$ cat config.mk
export PLATFORM = sky130hd
export DESIGN_NAME = cpu_interrupt_sequencer
export DESIGN_NICKNAME = d
export VERILOG_FILES = /design/src/design/irq_seq_pkg.sv /design/src/design/pc_stack.sv /design/src/design/cpu_interrupt_sequencer.sv
export SDC_FILE = /design/constraint.sdc
export NUM_CORES = 1
export LEC_CHECK = 0
export BUFFER_PORTS_ARGS = -buffer_cell sky130_fd_sc_hd__clkbuf_2
export CELL_PAD_IN_SITES_DETAIL_PLACEMENT = 2
export CELL_PAD_IN_SITES_GLOBAL_PLACEMENT = 2
export CORE_MARGIN = 2
export CORE_UTILIZATION = 35
export DETAILED_ROUTE_END_ITERATION = 10
export GPL_TIMING_DRIVEN = 0
export PLACE_DENSITY_LB_ADDON = 0.1
export SYNTH_ARGS = -nofsm -noshare
export SYNTH_HDL_FRONTEND = slang
export SYNTH_SLANG_ARGS = --single-unit
$ cat constraint.sdc
create_clock -name mclk -period 2.4 [get_ports mclk]
set_clock_uncertainty 0.15 [all_clocks]
set_input_delay 0.24 -clock mclk [delete_from_list [all_inputs] [get_ports mclk]]
set_output_delay 0.24 -clock mclk [all_outputs]
set_load 0.02 [all_outputs]
$ cat src/design/irq_seq_pkg.sv
// Functional notes
// - Accepting any interrupt clears the global enable, so no further interrupt is taken.
// - The return-from-isr instruction sets the global enable; software may also set it.
// - When the vector is loaded, the flag of the source being served is cleared.
// - Writing one to a flag position clears that flag; writing zero leaves it alone.
// - A request whose own enable is low still sets its flag, which stays set until cleared.
// - Requests seen while global enable is low stay latched and are served later by priority.
// - A level external request has no flag and is pending only while its input is active.
// - Interrupt entry takes at least four cycles before the vector instruction runs.
// - During entry the nine-bit program counter is pushed onto the stack.
// - A multi-cycle instruction completes before interrupt entry starts.
// - A request that wakes the core from sleep adds four cycles to the entry latency.
// - A return takes four cycles, during which the nine-bit program counter is popped.
// - After a return, one instruction of the interrupted program runs before any service.
package irq_seq_pkg;

    localparam int PC_WIDTH = 9;
    localparam int STACK_DEPTH = 3;
    localparam int NUM_SOURCES = 5;
    localparam int LEVEL_SRC = 0;
    localparam int CNT_WIDTH = 4;

    localparam logic [CNT_WIDTH-1:0] ENTRY_CYCLES = 4'h4;
    localparam logic [CNT_WIDTH-1:0] WAKE_EXTRA_CYCLES = 4'h4;
    localparam logic [CNT_WIDTH-1:0] RETURN_CYCLES = 4'h4;

    localparam logic [PC_WIDTH-1:0] VECTOR_BASE = 9'h001;
    localparam logic [PC_WIDTH-1:0] PC_RESET = 9'h000;
    localparam logic GIE_RESET = 1'b0;

    typedef enum logic [3:0] {
        ST_IDLE = 4'h1,
        ST_ENTRY = 4'h2,
        ST_RETURN = 4'h4,
        ST_SETTLE = 4'h8
    } seq_state_type;

endpackage

$ cat src/design/pc_stack.sv
`timescale 1ns/1ns
module pc_stack
    import irq_seq_pkg::*;
#(
    parameter int WIDTH = PC_WIDTH,
    parameter int DEPTH = STACK_DEPTH
) (
    // clock and reset
    input wire logic mclk,
    input wire logic nrst,
    // stack operations
    input wire logic push,
    input wire logic pop,
    input wire logic [WIDTH-1:0] push_data,
    output logic [WIDTH-1:0] top_data
);

    localparam int IDXW = (DEPTH > 1) ? $clog2(DEPTH) : 1;

    logic [WIDTH-1:0] mem_q [DEPTH];
    logic [IDXW-1:0] ptr_q;

    function automatic logic [IDXW-1:0] step(input logic [IDXW-1:0] p, input logic up);
        logic [IDXW-1:0] r;
        r = p;
        if (up) begin
            r = (p == IDXW'(DEPTH - 1)) ? '0 : IDXW'(p + 1'b1);
        end else begin
            r = (p == '0) ? IDXW'(DEPTH - 1) : IDXW'(p - 1'b1);
        end
        return r;
    endfunction

    // circular: an overflow silently overwrites the oldest entry
    wire logic [IDXW-1:0] top_idx = step(ptr_q, 1'b0);
    assign top_data = mem_q[top_idx];

    always_ff @(posedge mclk or negedge nrst) begin
        if (!nrst) begin
            ptr_q <= '0;
            for (int i = 0; i < DEPTH; i++) begin
                mem_q[i] <= WIDTH'(PC_RESET);
            end
        end else if (push) begin
            mem_q[ptr_q] <= push_data;
            ptr_q <= step(ptr_q, 1'b1);
        end else if (pop) begin
            ptr_q <= top_idx;
        end
    end

endmodule // pc_stack

$ cat src/design/cpu_interrupt_sequencer.sv
`timescale 1ns/1ns
module cpu_interrupt_sequencer
    import irq_seq_pkg::*;
#(
    parameter int NSRC = NUM_SOURCES
) (
    // clock and reset
    input wire logic mclk,
    input wire logic nrst,
    // peripheral requests
    input wire logic [NSRC-1:0] src_event,
    input wire logic [NSRC-1:0] src_enable,
    input wire logic level_mode,
    input wire logic level_req,
    // software control
    input wire logic flag_wr,
    input wire logic [NSRC-1:0] flag_wdata,
    input wire logic gie_set,
    input wire logic gie_clr,
    // core pipeline
    input wire logic instr_boundary,
    input wire logic sleeping,
    input wire logic return_from_isr_instr,
    input wire logic [PC_WIDTH-1:0] resume_pc,
    // status
    output logic gie_q,
    output logic [NSRC-1:0] flags_q,
    // pipeline control
    output logic core_hold_q,
    output logic vector_load_q,
    output logic [PC_WIDTH-1:0] vector_addr_q,
    output logic pc_load_q,
    output logic [PC_WIDTH-1:0] pc_out_q
);

    localparam int IDXW = (NSRC > 1) ? $clog2(NSRC) : 1;

    seq_state_type state_q;
    seq_state_type state_d;
    logic [CNT_WIDTH-1:0] cnt_q;
    logic [CNT_WIDTH-1:0] cnt_d;
    logic [IDXW-1:0] sel_q;
    logic [NSRC-1:0] flags_d;
    logic gie_d;
    logic [PC_WIDTH-1:0] stack_top;

    // lowest index wins, which is the lowest vector address
    function automatic logic [IDXW-1:0] first_set(input logic [NSRC-1:0] v);
        logic [IDXW-1:0] r;
        r = '0;
        for (int i = NSRC - 1; i >= 0; i--) begin
            if (v[i]) begin
                r = IDXW'(i);
            end
        end
        return r;
    endfunction

    // level source: pending only while the pin condition holds, never latched
    wire logic level_live = level_mode & level_req;
    wire logic [NSRC-1:0] level_vec = {{(NSRC-1){1'b0}}, level_live};
    wire logic [NSRC-1:0] level_clr = {{(NSRC-1){1'b0}}, level_mode};
    wire logic [NSRC-1:0] pending = (flags_q | level_vec) & src_enable;

    wire logic st_idle = (state_q == ST_IDLE);
    wire logic st_entry = (state_q == ST_ENTRY);
    wire logic st_return = (state_q == ST_RETURN);
    wire logic st_settle = (state_q == ST_SETTLE);

    // settle releases on the boundary that ends the first resumed instruction;
    // the pop load cycle is a fetch, so a boundary flagged there does not count
    wire logic settle_go = st_settle & instr_boundary & ~pc_load_q;
    wire logic take_window = st_idle | settle_go;
    wire logic ret_take = take_window & return_from_isr_instr;
    // entry only between instructions, or from sleep where none runs
    wire logic entry_take = take_window & gie_q & (|pending)
                            & (instr_boundary | sleeping) & ~return_from_isr_instr;
    wire logic entry_done = st_entry & (cnt_q == '0);
    wire logic ret_done = st_return & (cnt_q == '0);

    wire logic [CNT_WIDTH-1:0] entry_len = sleeping ? (ENTRY_CYCLES + WAKE_EXTRA_CYCLES)
                                                    : ENTRY_CYCLES;
    wire logic [NSRC-1:0] sel_mask = NSRC'(1) << sel_q;
    wire logic [NSRC-1:0] hw_clr = entry_done ? sel_mask : '0;
    wire logic [NSRC-1:0] sw_clr = flag_wr ? flag_wdata : '0;

    // new events win over either clear in the same cycle
    assign flags_d = ((flags_q & ~sw_clr & ~hw_clr) | src_event) & ~level_clr;

    always_comb begin
        if (entry_take) begin
            gie_d = 1'b0;
        end else if (gie_set | ret_done) begin
            gie_d = 1'b1;
        end else if (gie_clr) begin
            gie_d = 1'b0;
        end else begin
            gie_d = gie_q;
        end
    end

    always_comb begin
        state_d = state_q;
        cnt_d = cnt_q;
        case (state_q)
            ST_IDLE, ST_SETTLE: begin
                if (ret_take) begin
                    state_d = ST_RETURN;
                    cnt_d = RETURN_CYCLES - 4'h1;
                end else if (entry_take) begin
                    state_d = ST_ENTRY;
                    cnt_d = entry_len - 4'h1;
                end else if (settle_go) begin
                    state_d = ST_IDLE;
                end
            end
            ST_ENTRY: begin
                if (cnt_q == '0) begin
                    state_d = ST_IDLE;
                end else begin
                    cnt_d = cnt_q - 4'h1;
                end
            end
            ST_RETURN: begin
                if (cnt_q == '0) begin
                    state_d = ST_SETTLE;
                end else begin
                    cnt_d = cnt_q - 4'h1;
                end
            end
            default: begin
                state_d = ST_IDLE;
                cnt_d = '0;
            end
        endcase
    end

    wire logic hold_d = (state_d == ST_ENTRY) | (state_d == ST_RETURN);
    wire logic [PC_WIDTH-1:0] vec_d = VECTOR_BASE + PC_WIDTH'(sel_q);

    pc_stack #(
        .WIDTH(PC_WIDTH),
        .DEPTH(STACK_DEPTH)
    ) u_stack (
        .mclk(mclk),
        .nrst(nrst),
        .push(entry_take),
        .pop(ret_done),
        .push_data(resume_pc),
        .top_data(stack_top)
    );

    always_ff @(posedge mclk or negedge nrst) begin
        if (!nrst) begin
            state_q <= ST_IDLE;
            cnt_q <= '0;
            sel_q <= '0;
            gie_q <= GIE_RESET;
            flags_q <= '0;
        end else begin
            state_q <= state_d;
            cnt_q <= cnt_d;
            if (entry_take) begin
                sel_q <= first_set(pending);
            end
            gie_q <= gie_d;
            flags_q <= flags_d;
        end
    end

    always_ff @(posedge mclk or negedge nrst) begin
        if (!nrst) begin
            core_hold_q <= 1'b0;
            vector_load_q <= 1'b0;
            vector_addr_q <= VECTOR_BASE;
            pc_load_q <= 1'b0;
            pc_out_q <= PC_RESET;
        end else begin
            core_hold_q <= hold_d;
            vector_load_q <= entry_done;
            pc_load_q <= ret_done;
            if (entry_done) begin
                vector_addr_q <= vec_d;
            end
            if (ret_done) begin
                pc_out_q <= stack_top;
            end
        end
    end

    a_entry_gie_off: assert property (
        @(posedge mclk) disable iff (!nrst) entry_take |=> !gie_q)
        else $error("global enable still set after accepting an interrupt");

    a_return_gie_on: assert property (
        @(posedge mclk) disable iff (!nrst) ret_done |=> gie_q && pc_load_q)
        else $error("global enable not set on return");

    a_vector_flag_clear: assert property (
        @(posedge mclk) disable iff (!nrst)
        entry_done && !src_event[sel_q] |=> vector_load_q && !flags_q[$past(sel_q)])
        else $error("served flag not cleared at vector load");

    a_write_one_clear: assert property (
        @(posedge mclk) disable iff (!nrst)
        flag_wr |=> (flags_q & $past(flag_wdata & ~src_event)) == '0)
        else $error("write of one did not clear flag");

    a_write_zero_keep: assert property (
        @(posedge mclk) disable iff (!nrst)
        flag_wr && !entry_done |=>
        (flags_q & $past(flags_q & ~flag_wdata & ~level_clr))
            == $past(flags_q & ~flag_wdata & ~level_clr))
        else $error("write of zero changed a flag");

    a_flag_sticky: assert property (
        @(posedge mclk) disable iff (!nrst)
        src_event != '0 |=>
        (flags_q & $past(src_event & ~level_clr)) == $past(src_event & ~level_clr))
        else $error("request lost its flag");

    a_gie_blocks: assert property (
        @(posedge mclk) disable iff (!nrst)
        core_hold_q && !$past(core_hold_q) && !$past(return_from_isr_instr) |-> $past(gie_q))
        else $error("interrupt taken with global enable low");

    a_no_level_flag: assert property (
        @(posedge mclk) disable iff (!nrst) level_mode |=> !flags_q[LEVEL_SRC])
        else $error("level source left a latched flag");

    a_entry_latency: assert property (
        @(posedge mclk) disable iff (!nrst)
        entry_take && !sleeping |=> core_hold_q && !vector_load_q [*4] ##1 vector_load_q)
        else $error("entry latency not four cycles");

    a_sleep_latency: assert property (
        @(posedge mclk) disable iff (!nrst)
        entry_take && sleeping |=> !vector_load_q [*8] ##1 vector_load_q)
        else $error("wake entry latency not eight cycles");

    a_boundary_only: assert property (
        @(posedge mclk) disable iff (!nrst)
        core_hold_q && !$past(core_hold_q) && !$past(return_from_isr_instr)
            |-> $past(instr_boundary) || $past(sleeping))
        else $error("entry started inside an instruction");

    a_return_pop: assert property (
        @(posedge mclk) disable iff (!nrst)
        ret_take |=> !pc_load_q [*4] ##1 (pc_load_q && !core_hold_q))
        else $error("return not four cycles");

    a_one_instr: assert property (
        @(posedge mclk) disable iff (!nrst) pc_load_q |-> st_settle && !entry_take)
        else $error("interrupt served before one resumed instruction");

    a_prio_order: assert property (
        @(posedge mclk) disable iff (!nrst)
        entry_take |=> ($past(pending) & sel_mask) != '0
            && ($past(pending) & (sel_mask - NSRC'(1))) == '0)
        else $error("not the lowest pending source");

endmodule // cpu_interrupt_sequencer

---- Yosys cells after proc, flatten, opt, wreduce, memory -nomap -nowiden ----
Cells that the tools add are included.
operators by class
  bitwise gates (word level) .............. 27
  shift-type cells ........................ 1
  $add $sub $neg .......................... 5
  reduce and logical (&&, ||, !) cells .... 9
  equal/unequal tests ..................... 9
  magnitude comparators ................... 3
  mux-type cells .......................... 31
operators by type and width
  operator                                                               count
  4-bit two-way mux                                                      9
  27-bit bitwise mux                                                     1
  9-bit two-way mux                                                      3
  5-bit AND                                                              4
  9-bit binary-select mux with 2-bit select                              1
  9-bit demux with 2-bit select                                          1
  3-bit two-way mux                                                      5
  4-bit case mux with 3 select lines                                     1
  1-bit AND                                                              10
  5-bit two-way mux                                                      2
  5-bit inverter                                                         2
  4-bit by 2-bit equality test with 1-bit output, second input constant  2
  4-bit by 3-bit equality test with 1-bit output, second input constant  2
  2-bit two-way mux                                                      4
  4-bit case mux with 2 select lines                                     1
  4-bit by 1-bit subtractor with 4-bit output, second input constant     2
  3-bit greater-or-equal comparator, second input constant               2
  2-bit inverter with 3-bit output                                       2
  1-bit inverter with 5-bit output                                       1
  5-bit by 1-bit OR with 5-bit output                                    1
  5-bit OR                                                               1
  5-bit OR reduction                                                     1
  1-bit by 3-bit left shift with 5-bit output, first input constant      1
  1-bit by 3-bit adder with 4-bit output, first input constant           1
  18 further kinds                                                       25
storage, ports and cells
  output and inout bits ................... 27
  register bits ........................... 67

---- Depth between registers and ports, before layout ----
  word-level depth ........................ 13
  gate-level depth with buffers ........... 7
  depth with buffers taken out ............ 7

---- Cells and area by module ----
Synthesis repeated with hierarchy kept, for this count alone.
unflattened totals
  cell total of the unflattened synthesis .. 267
  area, all modules ....................... 3256.9 µm²
modules (own cells, without submodules)
  module                   seq. area each (µm²)  instances  area an instance (µm²)  cells an instance
  cpu_interrupt_sequencer  828.3                 1          1820.5                  171
  pc_stack                 725.7                 1          1436.4                  96

---- Least setup slack after synthesis ----
Ideal clock, no wire load.
  path kind ............................... reg2reg
  start point ............................. register state_q[0]
  end point ............................... register u_stack.ptr_q[0]
  required time ........................... 2124 ps
  buffers on the path ..................... 2
  cell stages (with the launch flop) ...... 8
  arrival time ............................ 1796 ps
  clock period less this slack ............ 2072 ps
  setup slack ............................. 328 ps
  setup time .............................. 126 ps
  cell sequence ........................... dfstp_2 buf_6 nor2b_1 o2111ai_4 a31oi_4 buf_4 nor3_1 a221o_1
between the ends
  cells in the longest elaborated chain, start to end .. 9
RTL lines
  element                                                  RTL line                        source
  start: declaration                                       cpu_interrupt_sequencer.sv:38   seq_state_type state_q;
  start signal: assignment                                 cpu_interrupt_sequencer.sv:161  state_q <= state_d;
  4-bit equality test                                      cpu_interrupt_sequencer.sv:68   wire logic st_settle = (state_q == ST_SETTLE);
  1-bit AND (2 in series)                                  cpu_interrupt_sequencer.sv:72   wire logic settle_go = st_settle & instr_boundary & ~pc_load_q;
  1-bit OR                                                 cpu_interrupt_sequencer.sv:73   wire logic take_window = st_idle | settle_go;
  1-bit AND (2 in series)                                  cpu_interrupt_sequencer.sv:76   wire logic entry_take = take_window & gie_q & (|pending)
  1-bit AND (2 in series)                                  cpu_interrupt_sequencer.sv:77   & (instr_boundary | sleeping) & ~return_from_isr_instr;
  2-bit two-way mux or 2-bit nonzero test (tied branches)  -
  end signal: assignment                                   pc_stack.sv:46                  ptr_q <= step(ptr_q, 1'b1);
  end signal: assignment                                   pc_stack.sv:48                  ptr_q <= top_idx;
  end: declaration                                         pc_stack.sv:21                  logic [IDXW-1:0] ptr_q;
Parallel ways exist; a longest one is shown, timed or not.
A chain may end at the register's enable or synchronous reset.

---- Worst setup path in the final report ----
  start point ............................. register cnt_q[0]
  end point ............................... register u_stack.ptr_q[0]
between the ends
  cells in the longest elaborated chain, start to end .. 3
RTL lines
  element                              RTL line                        source
  start: declaration                   cpu_interrupt_sequencer.sv:40   logic [CNT_WIDTH-1:0] cnt_q;
  start signal: assignment             cpu_interrupt_sequencer.sv:162  cnt_q <= cnt_d;
  4-bit logical NOT                    cpu_interrupt_sequencer.sv:79   wire logic ret_done = st_return & (cnt_q == '0);
  1-bit AND                            cpu_interrupt_sequencer.sv:79
  via ret_done                         cpu_interrupt_sequencer.sv:79
  2-bit nonzero test (no source line)  -
The timed path passes the listed nets, and every way through them passes these cells.

==> summary.md <==
| Metric | Value |
|---|---|
| Library cells used by synthesis | 51 |
| Share of cells above drive strength 1 | 35.6% |
| Ports | 61 |
| Leakage Power | roughly 1.9 nW |
| Cell mode on critical path | inv_1 |
| Post-route insts no fill | 476 |
| Post-synth ARST share | 100% |
| Clock sinks | 62 |
| WL/cell | 17.1 µm |
| Met2 Usage GRT | 31.3% |
| Slew Viols, Final | 0 |
| Die width | 97.7 µm |
| Count of max-cap constraint violations | 0 |
| Top cell type's share of synthesized area | 48.8% |
| Fin. Hold Viols | 0 |
| Startpoint types | flip-flop |
| Antenna-violating nets left | 0 |
| Core Footprint | about 8600 µm² |
| Cell area after layout | 3890 µm² |
| CTS Buffer Depth | 2 |
| Initial core utilization | 35.6% |
| Final GP Congestion | 0.735 |
| CTS Buf Count | 9 |
| First-pass GRT wire length | 13.7 mm |
| Row cnt | 34 |
| Placed Cells | 451 |
| Grt met1 use | 24.4% |
| Drt initial violations | 29 |
| CP required | 2.47 ns |
| H-tree levels | 3 |
| PD cells | 1210 nW/µm² |
| GR Util met3 | 3.02% |
| Fill cells | 941 |
| Slowest cell on crit path | or4_1 |
| Top FF cell, synth | dfrtp_1 |
| Clk root buf | clkbuf_8 |
| Ys Warns | 0 |
| Status | complete, no violations |
| Clk slew on worst S/H paths | 0.08 ns |
| N_diodes | 0 |
| CP peak stage delay | 0.58 ns |
| PortBufs | 55 |
| Vias post-DR | 2,355 |
| Largest cells by area after synthesis | dfrtp_1, mux2_2, ha_1 |
| Post-layout minimum cycle time | ~2.2 ns |
| Synthesis-to-finish area growth | 26.4% |
| Setup violators final | 0 |
| Worst path arrival time | 2.30 ns |
| Crit. End Element | flip-flop |
| Die area | ~9500 µm² |
| Worst Hold Class | in2reg |
| Setup bufs post-CTS | 0 |
| Placed inst area | around 3500 µm² |
| Avg Cell Area, Syn | 10.9 µm² |
| Die H | 97.7 µm |
| Fmax achieved | roughly 450 MHz |
| Cells after synthesis | roughly 280 |
| Vias in the first global route | 2,588 |
| Worst Max-Slew Pin Slew | 0.554 ns |
| Post-synth top area cell | dfrtp_1 |
| Critical-path cell list | inv_1, ha_1, nand2_1, or4_1, inv_1, nor3_1, a221o_1 |
| Remaining DRCs | 0 |
| Detailed Routing Iterations Pass 1 | 3 |
| Flops & latches, synth | 62 |
| Largest net degree at the start of global routing | 59 |
| Worst R2R Setup Slack | 0.17 ns |
| TritonCTS clock tree | built |
| Number of enable flip-flop cells after synthesis | 0 |
| CP Class | reg2reg |
| Antenna violations before repair | 0 |
| Gr usage total | 18.7% |
| Worst-Skew Late Latency | 0.35 ns |
| Unrepaired setup endpoints after global routing | false |
| Vias per Instance | 4.95 |
| Layout Nets | 410 |
| Worst-path maximum fanout | 6 |
| Peak VDD IR | roughly 0.49 mV |
| Total grt overflow | 0 |
| DP Wirelength | 5.88 mm |
| Fin crit share | 92.8% |
| Mapped cell area | ~3100 µm² |
| Gr busiest metal | met2 |
| Total wire length | 8.16 mm |
| Register area share after synthesis | 50.5% |
| Slew HR | 63.1% |
## area by class of cell
cell class	instances	area (µm²)	area share, %
Buffer	15	92.6	2.38
Clock buffer	9	124	3.19
Clock inverter	7	121	3.12
Inverter	13	48.8	1.26
Multi-Input combinational cell	197	1420	36.4
Sequential cell	62	1550	40.0
Tap cell	108	135	3.48
Timing Repair Buffer	65	395	10.2
## path summary, 6_finish.rpt
| check | end | depth (start not counted) | startpoint |
|---|---|---|---|
| setup / recovery | u_stack.ptr_q[0] | 7 | cnt_q[0] |
| hold / removal | u_stack.mem_q[14] | 2 | resume_pc[5] |
| setup reg to reg | u_stack.ptr_q[0] | 7 | cnt_q[0] |
| hold reg to reg | pc_out_q[4] | 2 | pc_out_q[4] |
| max in group asynchronous | state_q[0] | 3 | nrst |
| min in group asynchronous | cnt_q[3] | 2 | nrst |
## worst max-delay path, delay by kind of cell (launching register included)
family | cells | cell delay, ns
buffers and inverters | 2 | 0.28
flip-flops | 1 | 0.44
AO/OA/AOI/OAI | 1 | 0.26
adder cells (fa/ha/maj) | 1 | 0.17
AND/OR/NAND/NOR | 3 | 0.81
## cell usage in the layout, fill, tap and decap left out, drive strengths merged, types with 3 or more instances in the layout
cell	Yosys	final
a31oi	3	3
bufinv	0	3
a21oi	20	20
o22ai	3	3
nor3	4	4
buf	10	12
nor2	19	19
inv	13	14
dfrtp	60	60
a31o	4	4
mux2	27	27
conb	1	5
mux2i	9	9
o21ai	20	20
and2	3	3
nand2	33	33
dlygate4sd3	0	9
clkinv	0	3
clkbuf	5	68
nand2b	3	3
ha	13	13
## metal layers
layer,share of wire [%],routed length [µm]
met5,0,0
met4,1.6,127
met3,2.7,219
met2,51,4140
met1,45,3680
## repair_timing
action                                  CTS  global route
resized for setup                         1            11
endpoints found under the setup margin    5            35
endpoints found under the hold margin    70             0
hold buffers                              9             0
## power by group
part / internal, W / switching [W]
Clock: 0.000695 / 0.000445
Combinational: 0.000815 / 0.00105
Sequential: 0.00145 / 0.000257
Total: 0.00296 / 0.00175
## Yosys cell counts, drive strengths merged, types with 2 or more instances
| cell | instances |
|---|---|
| mux2 | 27 |
| xor2 | 2 |
| o22ai | 3 |
| clkbuf | 5 |
| mux2i | 9 |
| dfrtp | 60 |
| a221o | 2 |
| ha | 13 |
| o41ai | 2 |
| a31o | 4 |
| nand2b | 3 |
| nand2 | 33 |
| nor2b | 2 |
| nor3b | 2 |
| and2 | 3 |
| buf | 10 |
| a31oi | 3 |
| nor2 | 19 |
| inv | 13 |
| o21ai | 20 |
| a22oi | 2 |
| nor3 | 4 |
| a21oi | 20 |
| or2 | 2 |
| dfstp | 2 |
## flip-flops by register name (all words and copies together), names as in the netlist
name,flops
pc_load_q,1
state_q,4
vector_load_q,1
pc_out_q,9
u_stack.ptr_q,2
gie_q,1
vector_addr_q,4
cnt_q,4
core_hold_q,1
flags_q,5
sel_q,3
u_stack.mem_q,27
## stage by stage
stage          TNS, ns  total power [W]  setup slack, ns  hold WS, ns  utilization [%]
2_1_floorplan        0          0.00300            0.328       -0.206                -
3_3_place_gp    -0.594          0.00347           -0.204        0.268             40.5
3_5_place_dp    -0.492          0.00359           -0.180      -0.0535             40.9
4_1_cts              0          0.00478           0.0340      0.00187             44.8
5_1_grt              0          0.00509          0.00562       0.0171             45.0
6_report             0          0.00471            0.172       0.0189             45.0
## logic make-up after synthesis
logic type / share of synthesized area (%)
compound gates: 14.3
flops: 50.5
buf+inv: 4.48
other cells: 0.122
xor+xnor: 0.855
mux: 12.8
fa+ha+maj: 5.29
simple gates: 11.6
(Power assumes the default switching activity.)
